$ cat src/rtl/pfd_pkg.sv
package pfd_pkg;

    // Phase order of one waveform timer cycle, Gray coded along the usual path
    typedef enum logic [1:0] {
        PH_DTA = 2'b00,
        PH_OTA = 2'b01,
        PH_DTB = 2'b11,
        PH_OTB = 2'b10
    } pfd_phase_t;

    // Fault input behaviour codes
    localparam logic [3:0] FIB_NONE = 4'h0;
    localparam logic [3:0] FIB_JUMP_WAIT = 4'h1;
    localparam logic [3:0] FIB_REPEAT = 4'h3;
    localparam logic [3:0] FIB_ALL_OFF = 4'h4;
    localparam logic [3:0] FIB_ALL_WAIT = 4'h6;
    localparam logic [3:0] FIB_ALL_SW = 4'h7;
    localparam logic [3:0] FIB_EDGE_JUMP = 4'h8;
    localparam logic [3:0] FIB_EDGE_BLOCK = 4'h9;
    localparam logic [3:0] FIB_LEVEL_BLOCK = 4'ha;

    // Waveform modes
    localparam logic [1:0] WM_ONE = 2'h0;
    localparam logic [1:0] WM_TWO = 2'h1;
    localparam logic [1:0] WM_FOUR = 2'h2;
    localparam logic [1:0] WM_DUAL = 2'h3;

    // Dither placement codes
    localparam logic [1:0] DP_OTB = 2'h0;
    localparam logic [1:0] DP_OTAB = 2'h1;
    localparam logic [1:0] DP_DTB = 2'h2;
    localparam logic [1:0] DP_DTAB = 2'h3;

    // Register byte offsets
    localparam logic [7:0] OFS_CTRL = 8'h00;
    localparam logic [7:0] OFS_BEHAVIOUR = 8'h04;
    localparam logic [7:0] OFS_EV_FIRST = 8'h08;
    localparam logic [7:0] OFS_EV_SECOND = 8'h0c;
    localparam logic [7:0] OFS_DEAD_LEN = 8'h10;
    localparam logic [7:0] OFS_ON_LEN = 8'h14;
    localparam logic [7:0] OFS_DITHER = 8'h18;
    localparam logic [7:0] OFS_CMD = 8'h1c;
    localparam logic [7:0] OFS_STATUS = 8'h20;
    localparam logic [7:0] OFS_FLAGS = 8'h24;
    localparam logic [7:0] OFS_IEN = 8'h28;
    localparam logic [7:0] OFS_CAP1_LO = 8'h2c;
    localparam logic [7:0] OFS_CAP1_HI = 8'h30;
    localparam logic [7:0] OFS_CAP2_LO = 8'h34;
    localparam logic [7:0] OFS_CAP2_HI = 8'h38;

    // Field positions
    localparam int CTRL_EN = 0;
    localparam int CTRL_WM = 1;
    localparam int CTRL_DP = 3;
    localparam int BEH_B = 4;
    localparam int EV_ACTION = 0;
    localparam int EV_FALL = 1;
    localparam int CMD_RESTART = 0;
    localparam int CMD_CAP1 = 1;
    localparam int CMD_CAP2 = 2;
    localparam int ST_DONE = 0;
    localparam int ST_HALT = 1;
    localparam int ST_WAIT = 2;
    localparam int ST_PHASE = 3;

    // Reset values
    localparam logic [11:0] RST_DEAD_LEN = 12'h004;
    localparam logic [11:0] RST_ON_LEN = 12'h010;

endpackage

$ cat src/rtl/pfd_event_sync.sv
`timescale 1ns/1ps
`default_nettype none

// Two-stage synchroniser for the event inputs
module pfd_event_sync #(
    parameter int W = 2
) (
    input wire logic clk_sys,
    input wire logic rst,
    input wire logic [W-1:0] async_in,
    output logic [W-1:0] sync_out
);

    logic [W-1:0] meta;

    always_ff @(posedge clk_sys) begin
        if (rst) begin
            meta <= '0;
            sync_out <= '0;
        end else begin
            meta <= async_in;
            sync_out <= meta;
        end
    end

endmodule

`default_nettype wire

$ cat src/rtl/pfd_fault_dither_capture.sv
// What this block does
// - Mode 8: rising edge while own output on stops it, jumps opposite dead-time.
// - Mode 8: edge A in on-time A goes dead-time B; B goes dead-time A.
// - Mode 9: rising edge in own on-time blocks output rest of on-time.
// - Mode 10: output off while input high, and to end of that on-time.
// - Mode 1: fault ends own on-time, counter waits, resumes other dead-time.
// - Mode 3: own output off during fault; other compare cycle repeats while fault active.
// - Mode 6: either input ends both on-times, waits, resumes other dead-time.
// - Mode 7: either input stops both outputs, counter halts until restart.
// - Mode 9 only suppresses the pulse; phase sequence keeps running.
// - Fraction accumulates each cycle; overflow lengthens each placed phase by one clock.
// - Placement picks on-time B, on-times, dead-time B or dead-times.
// - Dithering does nothing in dual slope mode.
// - Cycle growth per overflow follows the waveform mode and placement.
// - Lengthening that adds no period shortens the next phase by one.
// - Two capture units, triggered by own event input or software strobe.
// - Event capture only when the input's capture action bit is set.
// - Each capture sets a done flag; per-unit enable raises interrupt.
// - Restart always begins at dead-time A; active fault stops it again.
// - Software capture strobe; value valid once command done reads 1.
`timescale 1ns/1ps
`default_nettype none

module pfd_fault_dither_capture #(
    parameter int CNT_W = 12,
    parameter int FRAC_W = 4
) (
    input wire logic clk_sys,
    input wire logic rst,
    input wire logic wb_cyc_i,
    input wire logic wb_stb_i,
    input wire logic wb_we_i,
    input wire logic [7:0] wb_adr_i,
    input wire logic [3:0] wb_sel_i,
    input wire logic [31:0] wb_dat_i,
    output logic [31:0] wb_dat_o,
    output logic wb_ack_o,
    input wire logic event_in_a,
    input wire logic event_in_b,
    output logic wave_output_a,
    output logic wave_output_b,
    output logic capture_irq
);

    typedef struct packed {
        pfd_pkg::pfd_phase_t phase;
        logic [CNT_W-1:0] cnt;
        logic ext;
        logic shr;
        logic [FRAC_W-1:0] acc;
        logic dith_pend;
        logic halt;
        logic hold;
        pfd_pkg::pfd_phase_t resume;
        logic [1:0] blk;
        logic [1:0] ev_q;
        logic enable;
        logic [1:0] wmode;
        logic [1:0] dsel;
        logic [3:0] mode_a;
        logic [3:0] mode_b;
        logic [1:0] act;
        logic [1:0] fall;
        logic [CNT_W-1:0] dt_len;
        logic [CNT_W-1:0] ot_len;
        logic [FRAC_W-1:0] frac;
        logic [2:0] cmd_pend;
        logic cmd_done;
        logic [1:0] flags;
        logic [1:0] ien;
        logic [15:0] cap_a;
        logic [15:0] cap_b;
        logic [7:0] hi_a;
        logic [7:0] hi_b;
        logic ack;
        logic [31:0] dat;
        logic out_a;
        logic out_b;
        logic irq;
    } pfd_state_t;

    pfd_state_t s;
    pfd_state_t n;
    logic [1:0] ev;
    logic [1:0] rise;
    logic [1:0] drop;
    logic [1:0] own_dt;
    logic [1:0] own_ot;
    logic [1:0] off;
    logic [1:0] cap_trig;
    logic [3:0] mode [2];
    logic f4;
    logic f6;
    logic f7;
    logic wait1;
    logic go;
    logic cyc_end;
    logic carry;
    logic last;
    logic req;
    logic [FRAC_W-1:0] acc_sum;
    logic [CNT_W:0] len_eff;
    logic [31:0] wdat;
    pfd_pkg::pfd_phase_t tgt;
    pfd_pkg::pfd_phase_t res1;

    pfd_event_sync #(
        .W(2)
    ) u_sync (
        .clk_sys(clk_sys),
        .rst(rst),
        .async_in({event_in_b, event_in_a}),
        .sync_out(ev)
    );

    function automatic logic [31:0] merge(input logic [31:0] old, input logic [31:0] val,
                                          input logic [3:0] sel);
        logic [31:0] m;
        m = {{8{sel[3]}}, {8{sel[2]}}, {8{sel[1]}}, {8{sel[0]}}};
        return (old & ~m) | (val & m);
    endfunction

    // True when lengthening this phase also lengthens the whole cycle
    function automatic logic counts(input pfd_pkg::pfd_phase_t ph, input logic [1:0] wm);
        case (wm)
            pfd_pkg::WM_FOUR: counts = 1'b1;
            pfd_pkg::WM_TWO: counts = (ph == pfd_pkg::PH_OTA) || (ph == pfd_pkg::PH_OTB);
            default: counts = (ph == pfd_pkg::PH_OTB);
        endcase
    endfunction

    function automatic logic placed(input pfd_pkg::pfd_phase_t ph, input logic [1:0] ds);
        case (ds)
            pfd_pkg::DP_OTB: placed = (ph == pfd_pkg::PH_OTB);
            pfd_pkg::DP_OTAB: placed = (ph == pfd_pkg::PH_OTA) || (ph == pfd_pkg::PH_OTB);
            pfd_pkg::DP_DTB: placed = (ph == pfd_pkg::PH_DTB);
            default: placed = (ph == pfd_pkg::PH_DTA) || (ph == pfd_pkg::PH_DTB);
        endcase
    endfunction

    function automatic pfd_pkg::pfd_phase_t next_phase(input pfd_pkg::pfd_phase_t ph);
        case (ph)
            pfd_pkg::PH_DTA: next_phase = pfd_pkg::PH_OTA;
            pfd_pkg::PH_OTA: next_phase = pfd_pkg::PH_DTB;
            pfd_pkg::PH_DTB: next_phase = pfd_pkg::PH_OTB;
            default: next_phase = pfd_pkg::PH_DTA;
        endcase
    endfunction

    always_comb begin
        n = s;
        n.ack = 1'b0;
        n.dat = 32'h0000_0000;
        n.ev_q = ev;
        rise = ev & ~s.ev_q;
        drop = ~ev & s.ev_q;
        mode[0] = s.mode_a;
        mode[1] = s.mode_b;
        own_dt = {s.phase == pfd_pkg::PH_DTB, s.phase == pfd_pkg::PH_DTA};
        own_ot = {s.phase == pfd_pkg::PH_OTB, s.phase == pfd_pkg::PH_OTA};
        f4 = 1'b0;
        f6 = 1'b0;
        f7 = 1'b0;
        wait1 = 1'b0;
        res1 = pfd_pkg::PH_DTA;
        off = 2'b00;
        go = 1'b0;
        tgt = s.phase;
        cap_trig = 2'b00;
        wdat = 32'h0000_0000;
        req = wb_cyc_i && wb_stb_i && !s.ack;

        // Undefined codes match none of the cases below and do nothing
        for (int i = 0; i < 2; i++) begin
            f4 = f4 || (mode[i] == pfd_pkg::FIB_ALL_OFF && ev[i]);
            f6 = f6 || (mode[i] == pfd_pkg::FIB_ALL_WAIT && ev[i]);
            f7 = f7 || (mode[i] == pfd_pkg::FIB_ALL_SW && ev[i]);
            if (mode[i] == pfd_pkg::FIB_JUMP_WAIT && ev[i] && (own_dt[i] || own_ot[i])) begin
                wait1 = 1'b1;
                res1 = (i == 0) ? pfd_pkg::PH_DTB : pfd_pkg::PH_DTA;
            end
            if ((mode[i] == pfd_pkg::FIB_JUMP_WAIT || mode[i] == pfd_pkg::FIB_REPEAT ||
                 mode[i] == pfd_pkg::FIB_LEVEL_BLOCK) && ev[i]) begin
                off[i] = 1'b1;
            end
        end

        // Register bus
        if (req) begin
            n.ack = 1'b1;
            n.dat = 32'h0000_0000;
            if (wb_we_i) begin
                case (wb_adr_i)
                    pfd_pkg::OFS_CTRL: begin
                        wdat = merge({27'h0, s.dsel, s.wmode, s.enable}, wb_dat_i, wb_sel_i);
                        n.enable = wdat[pfd_pkg::CTRL_EN];
                        n.wmode = wdat[pfd_pkg::CTRL_WM +: 2];
                        n.dsel = wdat[pfd_pkg::CTRL_DP +: 2];
                    end
                    pfd_pkg::OFS_BEHAVIOUR: begin
                        wdat = merge({24'h0, s.mode_b, s.mode_a}, wb_dat_i, wb_sel_i);
                        n.mode_a = wdat[3:0];
                        n.mode_b = wdat[pfd_pkg::BEH_B +: 4];
                    end
                    pfd_pkg::OFS_EV_FIRST: begin
                        wdat = merge({30'h0, s.fall[0], s.act[0]}, wb_dat_i, wb_sel_i);
                        n.act[0] = wdat[pfd_pkg::EV_ACTION];
                        n.fall[0] = wdat[pfd_pkg::EV_FALL];
                    end
                    pfd_pkg::OFS_EV_SECOND: begin
                        wdat = merge({30'h0, s.fall[1], s.act[1]}, wb_dat_i, wb_sel_i);
                        n.act[1] = wdat[pfd_pkg::EV_ACTION];
                        n.fall[1] = wdat[pfd_pkg::EV_FALL];
                    end
                    pfd_pkg::OFS_DEAD_LEN: begin
                        wdat = merge(32'(s.dt_len), wb_dat_i, wb_sel_i);
                        n.dt_len = wdat[CNT_W-1:0];
                    end
                    pfd_pkg::OFS_ON_LEN: begin
                        wdat = merge(32'(s.ot_len), wb_dat_i, wb_sel_i);
                        n.ot_len = wdat[CNT_W-1:0];
                    end
                    pfd_pkg::OFS_DITHER: begin
                        wdat = merge(32'(s.frac), wb_dat_i, wb_sel_i);
                        n.frac = wdat[FRAC_W-1:0];
                    end
                    pfd_pkg::OFS_CMD: begin
                        if (wb_sel_i[0] && (|wb_dat_i[2:0])) begin
                            n.cmd_pend = wb_dat_i[2:0];
                            n.cmd_done = 1'b0;
                        end
                    end
                    pfd_pkg::OFS_FLAGS: begin
                        if (wb_sel_i[0]) begin
                            n.flags = s.flags & ~wb_dat_i[1:0];
                        end
                    end
                    pfd_pkg::OFS_IEN: begin
                        wdat = merge({30'h0, s.ien}, wb_dat_i, wb_sel_i);
                        n.ien = wdat[1:0];
                    end
                    default: n.dat = 32'h0000_0000;
                endcase
            end else begin
                case (wb_adr_i)
                    pfd_pkg::OFS_CTRL: n.dat = {27'h0, s.dsel, s.wmode, s.enable};
                    pfd_pkg::OFS_BEHAVIOUR: n.dat = {24'h0, s.mode_b, s.mode_a};
                    pfd_pkg::OFS_EV_FIRST: n.dat = {30'h0, s.fall[0], s.act[0]};
                    pfd_pkg::OFS_EV_SECOND: n.dat = {30'h0, s.fall[1], s.act[1]};
                    pfd_pkg::OFS_DEAD_LEN: n.dat = 32'(s.dt_len);
                    pfd_pkg::OFS_ON_LEN: n.dat = 32'(s.ot_len);
                    pfd_pkg::OFS_DITHER: n.dat = 32'(s.frac);
                    pfd_pkg::OFS_STATUS: begin
                        n.dat[pfd_pkg::ST_DONE] = s.cmd_done;
                        n.dat[pfd_pkg::ST_HALT] = s.halt;
                        n.dat[pfd_pkg::ST_WAIT] = s.hold;
                        n.dat[pfd_pkg::ST_PHASE +: 2] = s.phase;
                    end
                    pfd_pkg::OFS_FLAGS: n.dat = {30'h0, s.flags};
                    pfd_pkg::OFS_IEN: n.dat = {30'h0, s.ien};
                    pfd_pkg::OFS_CAP1_LO: begin
                        n.dat = {24'h0, s.cap_a[7:0]};
                        n.hi_a = s.cap_a[15:8];
                    end
                    pfd_pkg::OFS_CAP1_HI: n.dat = {24'h0, s.hi_a};
                    pfd_pkg::OFS_CAP2_LO: begin
                        n.dat = {24'h0, s.cap_b[7:0]};
                        n.hi_b = s.cap_b[15:8];
                    end
                    pfd_pkg::OFS_CAP2_HI: n.dat = {24'h0, s.hi_b};
                    default: n.dat = 32'h0000_0000;
                endcase
            end
        end

        // Phase length including dither extension and compensation
        len_eff = {1'b0, (own_ot != 2'b00) ? s.ot_len : s.dt_len}
                  + (CNT_W+1)'(s.ext) - (CNT_W+1)'(s.shr);
        if (len_eff == '0) begin
            len_eff = (CNT_W+1)'(1);
        end
        last = ({1'b0, s.cnt} >= len_eff - (CNT_W+1)'(1));

        // Counter sequencing
        if (!s.enable) begin
            n.phase = pfd_pkg::PH_DTA;
            n.cnt = '0;
            n.hold = 1'b0;
            n.halt = 1'b0;
        end else if (s.cmd_pend[pfd_pkg::CMD_RESTART]) begin
            n.halt = 1'b0;
            n.hold = 1'b0;
            go = 1'b1;
            tgt = pfd_pkg::PH_DTA;
        end else if (s.halt || f7) begin
            n.halt = 1'b1;
        end else if (wait1) begin
            n.hold = 1'b1;
            n.resume = res1;
        end else if (f6 && (own_ot != 2'b00)) begin
            go = 1'b1;
            tgt = next_phase(s.phase);
        end else if (f6 && last) begin
            n.hold = 1'b1;
            n.resume = (s.phase == pfd_pkg::PH_DTA) ? pfd_pkg::PH_DTB : pfd_pkg::PH_DTA;
        end else if (s.hold) begin
            n.hold = 1'b0;
            go = 1'b1;
            tgt = s.resume;
        end else if (s.mode_a == pfd_pkg::FIB_EDGE_JUMP && rise[0] && own_ot[0]) begin
            go = 1'b1;
            tgt = pfd_pkg::PH_DTB;
        end else if (s.mode_b == pfd_pkg::FIB_EDGE_JUMP && rise[1] && own_ot[1]) begin
            go = 1'b1;
            tgt = pfd_pkg::PH_DTA;
        end else if (last) begin
            go = 1'b1;
            tgt = next_phase(s.phase);
            if (s.phase == pfd_pkg::PH_OTB && s.mode_a == pfd_pkg::FIB_REPEAT && ev[0]) begin
                tgt = pfd_pkg::PH_DTB;
            end
            if (s.phase == pfd_pkg::PH_OTA && s.mode_b == pfd_pkg::FIB_REPEAT && ev[1]) begin
                tgt = pfd_pkg::PH_DTA;
            end
        end else begin
            n.cnt = s.cnt + CNT_W'(1);
        end

        // Phase entry and dither accumulation
        cyc_end = go && (tgt == pfd_pkg::PH_DTA);
        {carry, acc_sum} = {1'b0, s.acc} + {1'b0, s.frac};
        if (go) begin
            n.phase = tgt;
            n.cnt = '0;
            if (cyc_end) begin
                n.acc = acc_sum;
                n.dith_pend = carry && (s.wmode != pfd_pkg::WM_DUAL);
            end
            n.ext = n.dith_pend && placed(tgt, s.dsel) && (s.wmode != pfd_pkg::WM_DUAL);
            n.shr = s.ext && !counts(s.phase, s.wmode);
        end

        // Edge and level blocking of the own on-time, cleared when it ends
        for (int i = 0; i < 2; i++) begin
            if (n.phase != ((i == 0) ? pfd_pkg::PH_OTA : pfd_pkg::PH_OTB)) begin
                n.blk[i] = 1'b0;
            end else if (own_ot[i] && ((mode[i] == pfd_pkg::FIB_EDGE_BLOCK && rise[i]) ||
                                       (mode[i] == pfd_pkg::FIB_LEVEL_BLOCK && ev[i]))) begin
                n.blk[i] = 1'b1;
            end
        end

        n.out_a = n.enable && (n.phase == pfd_pkg::PH_OTA) && !n.blk[0] && !off[0] &&
                  !f4 && !f6 && !n.halt && !n.hold;
        n.out_b = n.enable && (n.phase == pfd_pkg::PH_OTB) && !n.blk[1] && !off[1] &&
                  !f4 && !f6 && !n.halt && !n.hold;

        // Capture units
        for (int i = 0; i < 2; i++) begin
            cap_trig[i] = (s.act[i] && (s.fall[i] ? drop[i] : rise[i])) ||
                          s.cmd_pend[pfd_pkg::CMD_CAP1 + i];
        end
        if (cap_trig[0]) begin
            n.cap_a = 16'(s.cnt);
        end
        if (cap_trig[1]) begin
            n.cap_b = 16'(s.cnt);
        end
        n.flags = n.flags | cap_trig;
        if (s.cmd_pend != 3'b000) begin
            n.cmd_pend = 3'b000;
            n.cmd_done = 1'b1;
        end
        n.irq = |(n.flags & n.ien);
    end

    always_ff @(posedge clk_sys) begin
        if (rst) begin
            s <= '0;
            s.dt_len <= CNT_W'(pfd_pkg::RST_DEAD_LEN);
            s.ot_len <= CNT_W'(pfd_pkg::RST_ON_LEN);
            s.cmd_done <= 1'b1;
        end else begin
            s <= n;
        end
    end

    assign wb_dat_o = s.dat;
    assign wb_ack_o = s.ack;
    assign wave_output_a = s.out_a;
    assign wave_output_b = s.out_b;
    assign capture_irq = s.irq;

endmodule

`default_nettype wire

$ cat config.mk
export PLATFORM = sky130hd
export DESIGN_NAME = pfd_fault_dither_capture
export DESIGN_NICKNAME = d
export VERILOG_FILES = /design/src/rtl/pfd_pkg.sv /design/src/rtl/pfd_event_sync.sv /design/src/rtl/pfd_fault_dither_capture.sv
export SDC_FILE = /design/constraint.sdc
export NUM_CORES = 1
export LEC_CHECK = 0
export BUFFER_PORTS_ARGS = -buffer_cell sky130_fd_sc_hd__buf_4
export CAP_MARGIN = 20
export CORE_ASPECT_RATIO = 0.8
export CORE_UTILIZATION = 40
export CTS_CLUSTER_SIZE = 20
export DETAILED_ROUTE_END_ITERATION = 8
export HOLD_SLACK_MARGIN = 0.02
export PLACE_DENSITY = 0.6
export REMOVE_ABC_BUFFERS = 1
export SETUP_SLACK_MARGIN = 0.2
export SYNTH_ARGS = -nofsm -noshare
export SYNTH_HDL_FRONTEND = slang
export SYNTH_SLANG_ARGS = --single-unit
$ cat constraint.sdc
create_clock -name clk_sys -period 8 [get_ports clk_sys]
set_input_delay 0.4 -clock clk_sys [delete_from_list [all_inputs] [get_ports clk_sys]]
set_output_delay 0.4 -clock clk_sys [all_outputs]
set_load 0.03 [all_outputs]
# Word level (Yosys, flattened, before mapping)
# Index checks and enable logic that the tools add are counted.
# Widths: inputs -> output; s select.
classes:
  addsub: 5
  magnitude_cmp: 1
  n_eq_ne: 47
  muxes: 84
  n_bitwise: 38
  n_reduce_logical: 105
ops:
  columns: ["operator", "n"]
  rows:
  - ["$mux 12", 14]
  - ["$mux 53", 2]
  - ["$pmux 5 s14", 1]
  - ["$eq 8x6->1 const B", 7]
  - ["$logic_and 1x1->1", 52]
  - ["$mux 2", 22]
  - ["$and 12x12->12", 3]
  - ["$pmux 7 s5", 1]
  - ["$mux 33", 1]
  - ["$eq 8x5->1 const B", 4]
  - ["$mux 1", 28]
  - ["$reduce_and 3->1", 9]
  - ["$eq 4x3->1 const B", 6]
  - ["$eq 4x4->1 const B", 6]
  - ["$or 12x12->12", 2]
  - ["$mux 21", 1]
  - ["$logic_or 1x1->1", 17]
  - ["$eq 8x4->1 const B", 2]
  - ["$mux 5", 3]
  - ["$and 2x2->2", 7]
  - ["$eq 2x2->1 const B", 7]
  - ["$add 12x1->13", 1]
  - ["$ge 12x13->1", 1]
  - ["$logic_not 13->1", 1]
  - ["other kinds (38)", 82]
word_totals:
  register_bits: 154
  inputBits: 51
  output_inout_bits: 36
  word_cells: 318

# Logic depth before layout (Yosys ltp)
logic_depth:
  ltp_word: 35
  ltp_mapped: 37
  mapped_depth_nobuf: 32

# By module
# A second synthesis with hierarchy kept.
unflattened:
  cells_unflattened: 983
  area_unflattened_um2: 8020.2
modules_own_cells:
  columns: ["module", "n_inst", "cells_per_inst", "area_each_um2", "seq_area_each_um2"]
  rows:
  - ["pfd_fault_dither_capture", 1, 975, 7915.1, 2582.5]
  - ["pfd_event_sync", 1, 8, 105.1, 80.1]

# Least setup slack after synthesis
# Ideal clock, no wire load.
synth_timing:
  kind: "reg-to-reg"
  from: "register s[165] in the netlist's numbering"
  to: "register s[151] in the netlist's numbering"
  setup_ns: 0.070
  t_arrival_ns: 7.822
  t_required_ns: 7.930
  path_slack_ns: 0.108
  stages_incl_launch_ff: 37
  path_buffers: 5
  synth_period_minus_slack_ns: 7.892
  path_cell_list: "dfxtp_1 inv_1 ha_1 buf_2 buf_2 clkbuf_1 mux2_2 inv_1 ha_1 and4b_1 or3_1 buf_2 a211o_1 a311oi_1 and4b_1 buf_6 and2_1 a41oi_1 ha_1 and4bb_2 nand2_1 xnor2_1 ha_1 and3_1 a221oi_1 a211oi_1 nor2_1 nor3_4 mux2_4 o211ai_2 a21boi_1 ha_1 inv_1 mux2i_1 a211oi_1 o2111ai_1 a21oi_1"
synth_between:
  elab_chain_cells: 25
  elab_cells_between_ends: 62
  classes_between: "add/sub (3); order compare (1); eq/ne (6); mux (31); reduce/logical (21)"
synth_rtl:
  columns: ["element", "line_no", "source"]
  rows:
  - ["start, declared", "pfd_fault_dither_capture.sv:82", "pfd_state_t s;"]
  - ["start signal, assigned", "pfd_fault_dither_capture.sv:384", "s <= n;"]
  - ["$eq 2x1->1 / $eq 2x2->1 (equally long branches)", null, null]
  - ["$reduce_bool 2->1", "pfd_fault_dither_capture.sv:277, pfd_fault_dither_capture.sv:300", null]
  - ["$mux 12", "pfd_fault_dither_capture.sv:277", "len_eff = {1'b0, (own_ot != 2'b00) ? s.ot_len : s.dt_len}"]
  - ["$add 12x1->13", "pfd_fault_dither_capture.sv:278", "+ (CNT_W+1)'(s.ext) - (CNT_W+1)'(s.shr);"]
  - ["$sub 13x1->13", "pfd_fault_dither_capture.sv:278", null]
  - ["$logic_not 13->1", "pfd_fault_dither_capture.sv:279", "if (len_eff == '0) begin"]
  - ["$mux 13", "pfd_fault_dither_capture.sv:279", null]
  - ["$sub 13x1->13", "pfd_fault_dither_capture.sv:282", "last = ({1'b0, s.cnt} >= len_eff - (CNT_W+1)'(1));"]
  - ["[8 not listed]", null, null]
  - ["$mux 2", "pfd_fault_dither_capture.sv:295", "end else if (s.halt || f7) begin"]
  - ["$mux 2", "pfd_fault_dither_capture.sv:290", "end else if (s.cmd_pend[pfd_pkg::CMD_RESTART]) begin"]
  - ["$mux 2", "pfd_fault_dither_capture.sv:285", "if (!s.enable) begin"]
  - ["$eq 2x2->1 (tied with other cells)", "pfd_fault_dither_capture.sv:136, pfd_fault_dither_capture.sv:137", null]
  - ["$logic_or 1x1->1 (tied with other cells)", "pfd_fault_dither_capture.sv:137", "default: placed = (ph == pfd_pkg::PH_DTA) || (ph == pfd_pkg::PH_DTB);"]
  - ["$pmux 1 s3 / $mux 5 (equally long branches)", "pfd_fault_dither_capture.sv:133, pfd_fault_dither_capture.sv:335", null]
  - ["$mux 1 / $mux 5 (equally long branches)", "pfd_fault_dither_capture.sv:332", "if (go) begin"]
  - ["$logic_and 1x1->1 (2 in a row)", "pfd_fault_dither_capture.sv:339", "n.ext = n.dith_pend && placed(tgt, s.dsel) && (s.wmode != pfd_pkg::WM_DUAL);"]
# Several ways; a longest one is shown, not always the timed one. The select of a mux whose other input is x is not followed.
# A chain may end at the register's enable or synchronous reset.

# Worst setup path in the final report
# Same ends and word-level chain as after synthesis.

==> metrics list <==
* Run status: completed
- Dividing the detail-routed wire length by the instance count gives 18.0 µm.
* Cts bufs inserted: 17
- Classification of the worst-slack hold path: primary input to flop
* Post-layout instance area: 0.00949 mm²
* Final hold vios: 0
- Ranked by instance count, the synthesized netlist is headed by dfxtp_1 (133), nand2_1 (111), nor2_1 (99), a21oi_1 (77), mux2i_1 (48).
* Static leakage: 3.74 nW
- The setup path with the least slack is of type flop to flop.
- Worst Setup EP: s[151]
- After floorplanning, the core was divided into 46 placement rows.
- In this run the horizontal extent of the chip is 162 µm.
* Drt initial violations: 711
- The placed instances occupy a cell area of 0.00871 mm².
* Global-route wire length before repair: 36.9 mm
- The later pin in the worst-skew pair is clocked with a latency of 0.43 ns.
- Share of layout cells above drive strength 1: 15.0%
- In the synthesized netlist the async set-or-reset flop fraction comes to 0%.
- Once routing completed, OpenROAD measured the worst setup slack at 0.658 ns.
- After clock tree synthesis, the clock-pin slew on the worst setup and hold paths is 0.06 ns.
- Transition time of the tightest slew-check pin: 0.955 ns
- The clock period could shrink to 7.34 ns.
- Achievable clock frequency: 0.136 GHz
- Register bit total from synthesis: 133
- Port buffer count: 44
- Starting utilization of the core area: 40.9%
- Synth unique cells: 90
- The number of antenna violations at the first check in global routing is 0.
- STA puts the critical path data required time at 8.35 ns.
- The routed design has 23.7 mm of wire.
* Part of the cycle the worst path needs: 91.8%
* Cell count after synthesis: 999
- For this design the ratio of total power to cell area is 168 mW/mm².
* Clock tree from TritonCTS: done
* Final slew viol count: 0
- Number of setup violations in the final report: 0
* Via/cell ratio: 5.65
- Largest area contributor in the netlist: dfxtp_1
* Leading cell types by total area after synthesis: dfxtp_1 (33%), ha_1 (6.0%), mux2i_1 (5.9%), nand2_1 (5.1%), a21oi_1 (4.7%)
* Number of search-and-repair iterations in the first detailed-routing pass: 5
* Non-filler instance count after layout: 1315
- The design draws 1.59 mW.
- Total global routing track utilization: 22.9%
- Cell with the largest stage delay on the worst path: or3_1
- Register-to-register setup slack: 0.66 ns
- Largest net degree at the start of global routing: 54
* Clock tree skew after final layout: 0.00579 ns
- Via Count: 7434
- The Yosys step of the flow raised 0 warnings.
* Number of enable-type register cells in the synthesized netlist: 0
* Crit path depth: 34
- Average size of a mapped cell: 8.16 µm²
- After the last flow step, the layout net total stands at 1129.
* Peak supply drop: 0.000152 V
- Met2 usage: 33.7%
- Post-placement setup slack: 0.402 ns
* Tightest slew margin relative to the limit: 35.9%
* Worst reg2reg path depth: 34
- Top FF cell, synth: dfxtp_1
- H-tree depth: 4
- Across the run, the number of max-cap violations was 0.
* Delay of the slowest critical-path stage: 0.44 ns
* Synthesized area: 0.00815 mm²
* Startpoint of the worst-slack reg-to-reg timing path: s[165]
* Sequential-to-total area share from yosys stat: 32.7%
- For this run, global-route usage on met1 was measured as 33.5%.
- Maximum count of clock buffers along a single path: 2
- Vias in the first global route: 6626
* Post-route setup TNS: 0 ns
- Post-route DRC violation count: 0
* Total congestion overflow: 0
- The worst setup path is captured at a flop.
- On the critical path the largest part of the delay comes from compound AO/OA/AOI/OAI gates.
* Area of the die: 0.0210 mm²
- At the end of routability-driven placement, the weighted congestion stood at 0.907.
- STA classifies the critical path startpoint as a flop.
- Setup repair after global routing missed its margin: no
- Highest fanout seen on the critical path: 8
- Global routing met3 resource utilization: 4.51%
- Cell Count Post-Placement: 1280
* Antenna cell count: 0
- Data arrives at the worst endpoint at 7.70 ns.
- Most used routing layer in global routing: met2
- The number of buffers and inverters on the critical path is 6.
- Counting every sink on the clock net gives 133.
- Core area: 0.0199 mm²
* Final antenna-violating net count: 0
* Cell at the root of the clock tree: clkbuf_16
- By instance count, the leading cell after synthesis is dfxtp_1.
* Share of the synthesized area in the top cell type: 32.7%
- In this run the critical register-to-register path is captured at s[151].
* Placed wire-length estimate: 17.4 mm
- Tracing the worst setup path back leads to its startpoint at s[165].
- Area delta synth->final: 16.5%
- During I/O placement, the number of pins put on the boundary was 87.
- The die is 130 µm tall.
[where the power goes]
group | switching, mW | internal (mW) | total [mW]
Sequential | 0.00155 | 0.664 | 0.665
Clock | 0.298 | 0.577 | 0.875
Combinational | 0.0362 | 0.0141 | 0.0503
[logic make-up (layout without fill, tap and decap cells)]
logic type / after synthesis / after routing / synth area share, %
xor gates and xnor gates: 27 / 27 / 2.90
buffers and inverters: 109 / 142 / 6.71
muxes: 52 / 52 / 6.49
and+or+nand+nor: 391 / 391 / 24.0
other: 1 / 20 / 0.0460
DFF: 133 / 133 / 32.7
AOI/OAI and AO/OA: 246 / 246 / 20.9
adders and majority gates: 40 / 40 / 6.23
[layer usage]
metal / share of wire [%] / vias to the layer above / wire length, µm
met3: 7.9 / 24 / 1860
met1: 49 / 3459 / 11700
met4: 1.2 / 0 / 276
li1: - / 3651 / -
met2: 42 / 300 / 9880
met5: 0 / - / 0
[layout make-up]
class	count	area [µm²]
well taps	264	330
repair buffers	83	634
clock inverters	12	199
fillers	2029	10400
clock buffers	20	467
flip-flops and latches	133	2660
multi-input cells	776	5100
inverters	27	101
[layout by cell type, fill, tap and decap left out, drive strengths merged, types with 22 or more instances in the layout]
cell type and instances:
dfxtp 133, nand2 111, nor2 99, buf 83, a21oi 77, mux2i 48, nand3 46, ha 39
o21ai 30, inv 28, a22oi 22
[timing repair]
item | CTS | global route
resized for setup | 0 | 19
endpoints found under the setup margin | 0 | 13
setup buffers | 0 | 1
hold buffers | 0 | 0
[worst min path at each step]
stage               cells after the start                  to  slack [ns]           start
finish                                  2      u_sync.meta[1]        0.18      event_in_b
global route                            2      u_sync.meta[0]        0.20      event_in_a
CTS                                     2      u_sync.meta[1]        0.17      event_in_b
detailed placement                      1  u_sync.sync_out[1]        0.43  u_sync.meta[1]
global placement                        1  u_sync.sync_out[1]        0.42  u_sync.meta[1]
floorplan                               1  u_sync.sync_out[0]        0.41  u_sync.meta[0]
[stage by stage]
step,hold slack (ns),util [%]
2_1_floorplan,0.414,-
3_3_place_gp,0.417,43.7
3_5_place_dp,0.427,43.7
4_1_cts,0.174,47.1
5_1_grt,0.196,47.7
6_report,0.184,47.7
Note: power is estimated with default switching activity, not from simulation.
